## src/hw/ttr_cfg.svh

```systemverilog
// ttr_cfg.svh: register map, field positions, reset values and window counts
// for the teletext request window timing block.
// assumes: included by bare name from each module file of the block.
`ifndef TTR_CFG_SVH
`define TTR_CFG_SVH

// ==========================================================================
// register subaddresses (five-bit register port)
`define TTR_ADDR_EDGE 5'h19
`define TTR_ADDR_ENABLE_BASE 5'h1a
`define TTR_ADDR_BITS_LOW 5'h1e
`define TTR_ADDR_STATUS 5'h1f
`define TTR_ENABLE_REGS 4

// ==========================================================================
// edge control fields
`define TTR_RISE_MSB 7
`define TTR_RISE_LSB 4
`define TTR_FALL_MSB 3
`define TTR_FALL_LSB 0

// ==========================================================================
// reset values and constants
`define TTR_REG_RESET 8'h00
`define TTR_NIBBLE_ZERO 4'h0
`define TTR_BYTE_ZERO 8'h00
`define TTR_CNT_ZERO 11'h000
`define TTR_CNT_ONE 11'h001
`define TTR_CNT_MAX 11'h7ff
`define TTR_BITS_ZERO 9'h000
`define TTR_BITS_ONE 9'h001

// ==========================================================================
// request window: nominal start after line start and default width in clocks
`define TTR_BASE_START 11'h040
`define TTR_DEFAULT_BITS 11'h168

// ==========================================================================
// lines that carry teletext enables
`define TTR_FIRST_LINE 10'h007
`define TTR_LINE_COUNT 10'h010

`endif

```

## src/hw/ttr_pkg.sv

```systemverilog
// ttr_pkg.sv: types shared by the teletext request window timing block.
// assumes: compiled before the modules that import it.
package ttr_pkg;

    typedef enum logic [1:0] {
        TTR_IDLE = 2'b00,
        TTR_WAIT_RISE = 2'b01,
        TTR_ACTIVE = 2'b10
    } ttr_state_type;

endpackage

```

## src/hw/ttr_strobe_gen.sv

```systemverilog
// ttr_strobe_gen.sv: per-line sequencer that raises and drops the teletext
// request strobe at the given cycle positions after a line start.
// assumes: line_start is a one-cycle pulse on clk; fall_pos above rise_pos.
`timescale 1ns/100ps
`include "ttr_cfg.svh"

module ttr_strobe_gen
    import ttr_pkg::*;
(
    input wire logic clk,
    input wire logic sys_rst,
    input wire logic line_start,
    input wire logic line_enabled,
    input wire logic [10:0] rise_pos,
    input wire logic [10:0] fall_pos,
    output logic strobe_q,
    output ttr_state_type state_q
);

    ttr_state_type state_d;
    logic [10:0] cnt_q;
    logic [10:0] cnt_d;
    logic [10:0] rise_q;
    logic [10:0] rise_d;
    logic [10:0] fall_q;
    logic [10:0] fall_d;
    logic strobe_d;

    // ======================================================================
    // sequencer
    // positions are frozen at line start so a register write mid-line
    // cannot cut a window short or make it run past its end
    always_comb begin
        state_d = state_q;
        strobe_d = strobe_q;
        rise_d = rise_q;
        fall_d = fall_q;
        cnt_d = (cnt_q == `TTR_CNT_MAX) ? cnt_q : cnt_q + `TTR_CNT_ONE;
        if (line_start) begin
            cnt_d = `TTR_CNT_ZERO;
            rise_d = rise_pos;
            fall_d = fall_pos;
            strobe_d = 1'b0;
            state_d = line_enabled ? TTR_WAIT_RISE : TTR_IDLE;
        end else begin
            case (state_q)
                TTR_IDLE: begin
                    strobe_d = 1'b0;
                end
                TTR_WAIT_RISE: begin
                    if (cnt_q == rise_q) begin
                        strobe_d = 1'b1;
                        state_d = TTR_ACTIVE;
                    end
                end
                TTR_ACTIVE: begin
                    if (cnt_q == fall_q) begin
                        strobe_d = 1'b0;
                        state_d = TTR_IDLE;
                    end
                end
                default: begin
                    strobe_d = 1'b0;
                    state_d = TTR_IDLE;
                end
            endcase
        end
    end

    always_ff @(posedge clk) begin
        if (sys_rst) begin
            state_q <= TTR_IDLE;
            strobe_q <= 1'b0;
            cnt_q <= `TTR_CNT_ZERO;
            rise_q <= `TTR_CNT_ZERO;
            fall_q <= `TTR_CNT_ZERO;
        end else begin
            state_q <= state_d;
            strobe_q <= strobe_d;
            cnt_q <= cnt_d;
            rise_q <= rise_d;
            fall_q <= fall_d;
        end
    end

endmodule

```

## src/hw/ttr_top.sv

```systemverilog
// ttr_top.sv: teletext request window timing, register file and line gating.
// assumes: video timing on clk supplies line_start, field_odd and line_number;
// the teletext source samples teletext_request_strobe on the same clock.
//
// The address-and-strobe port was decided locally.
`timescale 1ns/100ps
`include "ttr_cfg.svh"

module ttr_top
    import ttr_pkg::*;
(
    input wire logic clk,
    input wire logic sys_rst,
    input wire logic [4:0] reg_addr,
    input wire logic [7:0] reg_wr_data,
    input wire logic reg_wr,
    input wire logic reg_rd,
    output logic [7:0] reg_rd_data,
    input wire logic line_start,
    input wire logic field_odd,
    input wire logic [9:0] line_number,
    output logic teletext_request_strobe
);

    // ======================================================================
    // decoding helpers
    function automatic logic ttr_line_enabled(
        input logic [9:0] line,
        input logic [15:0] enables
    );
        logic [9:0] idx;
        idx = line - `TTR_FIRST_LINE;
        ttr_line_enabled = 1'b0;
        if (line >= `TTR_FIRST_LINE && idx < `TTR_LINE_COUNT) begin
            ttr_line_enabled = enables[idx[3:0]];
        end
    endfunction

    function automatic logic ttr_hit(
        input logic [4:0] addr,
        input logic [4:0] target
    );
        ttr_hit = (addr == target);
    endfunction

    // ======================================================================
    // edge control register
    // offsets are frozen by the sequencer at line start, so a write lands on the next line
    logic [7:0] edge_ctrl_q;
    logic [7:0] edge_ctrl_d;

    always_comb begin
        edge_ctrl_d = edge_ctrl_q;
        if (reg_wr && ttr_hit(reg_addr, `TTR_ADDR_EDGE)) begin
            edge_ctrl_d = reg_wr_data;
        end
    end

    always_ff @(posedge clk) begin
        if (sys_rst) begin
            edge_ctrl_q <= `TTR_REG_RESET;
        end else begin
            edge_ctrl_q <= edge_ctrl_d;
        end
    end

    // ======================================================================
    // line enable registers: odd low, odd high, even low, even high
    // bit i of each 16-bit pair enables line 7 + i; lines outside never request
    logic [7:0] line_en_q [`TTR_ENABLE_REGS];
    logic [7:0] line_en_d [`TTR_ENABLE_REGS];

    genvar gi;
    generate
        for (gi = 0; gi < `TTR_ENABLE_REGS; gi = gi + 1) begin : g_line_en
            localparam logic [4:0] ADDR = `TTR_ADDR_ENABLE_BASE + 5'(gi);
            always_comb begin
                line_en_d[gi] = line_en_q[gi];
                if (reg_wr && ttr_hit(reg_addr, ADDR)) begin
                    line_en_d[gi] = reg_wr_data;
                end
            end
            always_ff @(posedge clk) begin
                if (sys_rst) begin
                    line_en_q[gi] <= `TTR_REG_RESET;
                end else begin
                    line_en_q[gi] <= line_en_d[gi];
                end
            end
        end
    endgenerate

    logic [15:0] odd_field_line_enables;
    logic [15:0] even_field_line_enables;
    assign odd_field_line_enables = {line_en_q[1], line_en_q[0]};
    assign even_field_line_enables = {line_en_q[3], line_en_q[2]};

    // ======================================================================
    // window positions in clocks after line start
    logic [3:0] request_rise_offset;
    logic [3:0] request_fall_offset;
    logic [10:0] rise_pos;
    logic [10:0] fall_pos;
    logic line_enabled;

    assign request_rise_offset = edge_ctrl_q[`TTR_RISE_MSB:`TTR_RISE_LSB];
    assign request_fall_offset = edge_ctrl_q[`TTR_FALL_MSB:`TTR_FALL_LSB];

    always_comb begin
        rise_pos = `TTR_BASE_START + {7'h00, request_rise_offset};
        if (request_fall_offset == `TTR_NIBBLE_ZERO) begin
            // falling edge tracks the rising edge, width stays at default
            fall_pos = rise_pos + `TTR_DEFAULT_BITS;
        end else begin
            // fixed end pulled in by the falling offset; window shrinks
            fall_pos = `TTR_BASE_START + `TTR_DEFAULT_BITS
                - {7'h00, request_fall_offset};
        end
    end

    always_comb begin
        if (field_odd) begin
            line_enabled = ttr_line_enabled(line_number, odd_field_line_enables);
        end else begin
            line_enabled = ttr_line_enabled(line_number, even_field_line_enables);
        end
    end

    // ======================================================================
    // strobe sequencer
    ttr_state_type gen_state;

    ttr_strobe_gen u_gen (
        .clk(clk),
        .sys_rst(sys_rst),
        .line_start(line_start),
        .line_enabled(line_enabled),
        .rise_pos(rise_pos),
        .fall_pos(fall_pos),
        .strobe_q(teletext_request_strobe),
        .state_q(gen_state)
    );

    // ======================================================================
    // requested bit count: lets software see the window width it programmed
    // nine bits cover the widest window; an aborted line reports the part it ran
    logic [8:0] bit_cnt_q;
    logic [8:0] bit_cnt_d;
    logic [8:0] last_bits_q;
    logic [8:0] last_bits_d;
    logic line_gated_q;
    logic line_gated_d;

    always_comb begin
        bit_cnt_d = bit_cnt_q;
        last_bits_d = last_bits_q;
        line_gated_d = line_gated_q;
        if (line_start) begin
            last_bits_d = bit_cnt_q;
            bit_cnt_d = `TTR_BITS_ZERO;
            line_gated_d = line_enabled;
        end else if (teletext_request_strobe) begin
            bit_cnt_d = bit_cnt_q + `TTR_BITS_ONE;
        end
    end

    always_ff @(posedge clk) begin
        if (sys_rst) begin
            bit_cnt_q <= `TTR_BITS_ZERO;
            last_bits_q <= `TTR_BITS_ZERO;
            line_gated_q <= 1'b0;
        end else begin
            bit_cnt_q <= bit_cnt_d;
            last_bits_q <= last_bits_d;
            line_gated_q <= line_gated_d;
        end
    end

    // ======================================================================
    // read port: data one cycle after the read strobe, zero otherwise
    // count and status are read-only: writes there fall through like unmapped ones
    logic [7:0] rd_data_d;
    logic [7:0] rd_data_q;

    always_comb begin
        rd_data_d = `TTR_BYTE_ZERO;
        if (reg_rd) begin
            if (ttr_hit(reg_addr, `TTR_ADDR_EDGE)) begin
                rd_data_d = edge_ctrl_q;
            end else if (ttr_hit(reg_addr, `TTR_ADDR_ENABLE_BASE)) begin
                rd_data_d = line_en_q[0];
            end else if (ttr_hit(reg_addr, `TTR_ADDR_ENABLE_BASE + 5'h01)) begin
                rd_data_d = line_en_q[1];
            end else if (ttr_hit(reg_addr, `TTR_ADDR_ENABLE_BASE + 5'h02)) begin
                rd_data_d = line_en_q[2];
            end else if (ttr_hit(reg_addr, `TTR_ADDR_ENABLE_BASE + 5'h03)) begin
                rd_data_d = line_en_q[3];
            end else if (ttr_hit(reg_addr, `TTR_ADDR_BITS_LOW)) begin
                rd_data_d = last_bits_q[7:0];
            end else if (ttr_hit(reg_addr, `TTR_ADDR_STATUS)) begin
                rd_data_d = {3'h0, line_gated_q, gen_state, teletext_request_strobe,
                    last_bits_q[8]};
            end
        end
    end

    always_ff @(posedge clk) begin
        if (sys_rst) begin
            rd_data_q <= `TTR_BYTE_ZERO;
        end else begin
            rd_data_q <= rd_data_d;
        end
    end

    assign reg_rd_data = rd_data_q;

endmodule

```

## config.mk

```make
export PLATFORM = sky130hd
export DESIGN_NAME = ttr_top
export DESIGN_NICKNAME = d
export VERILOG_FILES = /design/src/hw/ttr_pkg.sv /design/src/hw/ttr_strobe_gen.sv /design/src/hw/ttr_top.sv
export VERILOG_INCLUDE_DIRS = /design/src /design/src/hw
export SDC_FILE = /design/constraint.sdc
export NUM_CORES = 1
export LEC_CHECK = 0
export ABC_AREA = 0
export BUFFER_PORTS_ARGS = -buffer_cell sky130_fd_sc_hd__buf_2
export CAP_MARGIN = 20
export CORE_MARGIN = 2
export CORE_UTILIZATION = 31
export CTS_BUF_LIST = sky130_fd_sc_hd__clkbuf_2 sky130_fd_sc_hd__clkbuf_4 sky130_fd_sc_hd__clkbuf_8
export CTS_CLUSTER_DIAMETER = 30
export DETAILED_ROUTE_END_ITERATION = 8
export GPL_ROUTABILITY_DRIVEN = 0
export PLACE_DENSITY = 0.5
export SETUP_SLACK_MARGIN = 0.2
export SKIP_CTS_REPAIR_TIMING = 1
export SKIP_LAST_GASP = 1
export SYNTH_ARGS = -nofsm -noshare
export SYNTH_HDL_FRONTEND = slang
export SYNTH_SLANG_ARGS = --single-unit
```

## constraint.sdc

```tcl
create_clock -name clk -period 5 [get_ports clk]
set_input_delay 1.25 -clock clk [delete_from_list [all_inputs] [get_ports clk]]
set_output_delay 1.25 -clock clk [all_outputs]
set_load 0.01 [all_outputs]
```

==> results by group <==
Layout
  • Most common cell after layout, fill and taps aside: dfxtp_1
  • Most frequent cells in the layout: dfxtp_1, nor2_1, mux2i_1, buf_2, nand2_1
  • Share of layout cells above drive strength 1: 15.9%
  • Final-stage net count: approximately 510
  • N_diodes: 0
  • Util after Layout: 35.2%
  • Area growth from synthesis to final layout: 11.0%

GRT
  • First-pass GRT wire length: about 18000 um
  • Initial antenna violation count: 0
  • Largest net degree at the start of global routing: 42
  • Total congestion overflow: 0
  • Vias in the first global route: roughly 3200
  • Total GRT Usage: roughly 15%

CTS
  • Inserted Clock Buffers: 9
  • Worst-Skew Late Latency: around 0.37 ns
  • Clk root buf: clkbuf_8
  • Reg clk slew, reported paths: approximately 0.1 ns
  • Clock Tree Buf Depth: 2
  • CTS tree: yes
  • Clk sinks: 92
  • H-tree levels: 3

Synth
  • Register bit total from synthesis: a little over 90
  • Cell Area, Synth: 4410 um^2
  • Top_reg_cell synth: dfxtp_1
  • Syn nets: between 400 and 500
  • Post-synth EDFFs: 0
  • Yosys cell types: 50
  • Yosys warns: 0
  • Post-synthesis cell count: between 400 and 500
  • Post-synthesis sequential area ratio: roughly two fifths
  • Mapped Avg Cell Area: roughly 9.7 um^2
  • Ys async rst share: 0%

Setup path
  • Crit-path slowest cell: mux4_1
  • Reg2reg setup slack: between 3 and 4 ns
  • Worst Path Max Fanout: 11
  • Crit-path max cell delay: approximately 0.62 ns
  • WP buf/inv: 1
  • Top Family by Delay on Critical Path: multiplexers
  • Worst path arrival time: approximately 3.3 ns
  • Worst reg2reg startpoint: u_gen.cnt_q[0]
  • CP Cell Sequence: buf_2, ha_1, mux4_1, mux4_2, nor2_2, o21ai_1
  • Setup Crit Path Kind: in2reg
  • Setup crit end kind: flop
  • CP startpoint: line_number[0]
  • Critical path required time: 5.27 ns
  • CP Launch Type: input port

Floorplanning
  • Row cnt: 43
  • Starting Density: between 30% and 40%
  • Core Box Area: 13900 um^2
  • Die W: 123 um
  • Die height: approximately 120 um
  • Die footprint: between 15000 and 20000 um^2
  • I/O Pins: 38

Routing
  • DRC Markers: 0
  • Post-Route WL: 11200 um
  • DRT Pass-1 Iters: 5
  • DRT antenna net count: 0
  • Routed vias: ~3400
  • WL/cell: between 15 and 20 um
  • Vias/cell: a little over 5
  • Initial DRC count: about 350

Power
  • Power share of the clock group: 37.9%
  • Net Sw Frac: between 20% and 30%
  • P per Cell Area: 278 nW/um^2
  • Internal power: 1.02 mW
  • Seq pwr share: 54.7%
  • Switching power: 0.341 mW
  • Max VDD drop: between 0.09 and 0.1 mV
  • Comb pwr share: roughly 7.3%
  • Leak: ~1.8 nW

Timing
  • Setup TNS: 0 ns
  • Endpoints failing setup: 0
  • Worst rel slew slack: between 40% and 50%
  • Worst slew pin tran: about 0.89 ns
  • Fmax: roughly 330 MHz
  • Crit share post-route: approximately three fifths
  • Final hold vios: 0
  • Unrepaired setup endpoints after global routing: no
  • Clock Skews: about 0.012 ns
  • Final slew viol count: 0
  • Minimum clock period: ~3 ns

Outcome
  • Status: complete, no violations

Placement
  • Detailed placement HPWL: 8070 um
  • PortBufs: 37

Run
  • Max-Cap Viols: 0

Min path
  • Critical hold path startpoint: line_gated_q
  • Worst Hold Class: reg2reg
[area by class of cell]
type | count | area, um^2
repair buffers | 38 | 193
clock buffers | 10 | 138
inverters | 2 | 7.51
fillers | 1419 | 8990
flip-flops and latches | 92 | 1840
well taps | 180 | 225
clock inverters | 6 | 63.8
multi-input cells | 336 | 2420
[registers in the layout (all words and copies together), names as in the netlist]
| name | flops |
|---|---|
| bit_cnt_q | 9 |
| u_gen.cnt_q | 11 |
| u_gen.state_q | 2 |
| u_gen.rise_q | 4 |
| edge_ctrl_q | 8 |
| last_bits_q | 9 |
| u_gen.strobe_q | 1 |
| line_en_q | 32 |
| reg_rd_data | 8 |
| line_gated_q | 1 |
| u_gen.fall_q | 7 |
[Yosys cell counts, drive strengths merged, types with 11 or more instances]
library cell   n  area share, %
nand3         14            1.6
nand2         28            2.4
mux2i         51             12
o21ai         16            1.8
xnor2         14            2.8
mux4          14            7.8
a21oi         24            2.7
buf           11            1.7
xor2          12            2.4
clkbuf        15            1.3
nor2          79            6.9
dfxtp         92             42
[power groups by stage]
stage                     Sequential [mW]  Clock (mW)  Combinational, mW
after global routing                0.746       0.560              0.109
after global placement              0.763           0             0.0978
after detailed placement            0.763           0              0.100
after floorplan                     0.760           0             0.0696
after CTS                           0.745       0.528              0.100
final                               0.745       0.517              0.100
[tightest hold or removal path, delay by kind of cell, from the launching register on]
family | cells | cell delay (ns)
simple gates | 1 | 0.06
flops | 1 | 0.34
compound gates | 1 | 0.05
[kinds of logic after synthesis]
kind of cell / after synthesis / synth area share, %
AND/OR/NAND/NOR: 172 / 19.0
XOR/XNOR: 26 / 5.17
flip-flops: 92 / 41.8
buffers and inverters: 28 / 3.18
multiplexers: 71 / 20.9
adder cells (fa/ha/maj): 4 / 1.14
AO/OA/AOI/OAI: 63 / 8.83
[path summary, 6_finish.rpt]
path | endpoint | cells after the start
worst max-delay path | u_gen.state_q[0] | 6
worst min-delay path | line_gated_q | 2
worst max register to register | u_gen.cnt_q[3] | 6
worst min register to register | line_gated_q | 2
[per-layer routing]
layer,global-route usage [%],wire length [um],vias up
met5,0,0,-
met2,24.1,5070,82
met1,21.3,5260,1652
met3,2.58,674,10
li1,-,-,1677
met4,5.61,170,0
[stage by stage]
step	power (mW)	worst slack [ns]	std cells	instance area [um^2]	hold slack, ns
after detailed placement	0.863	1.61	648	4690	0.476
after global routing	1.42	1.94	664	4890	0.518
after floorplan	0.830	2.08	456	4410	0.425
after global placement	0.860	1.68	648	4690	0.475
after CTS	1.37	2.00	664	4890	0.490
final	1.36	2.00	664	4890	0.490
(Power assumes the default switching activity.)
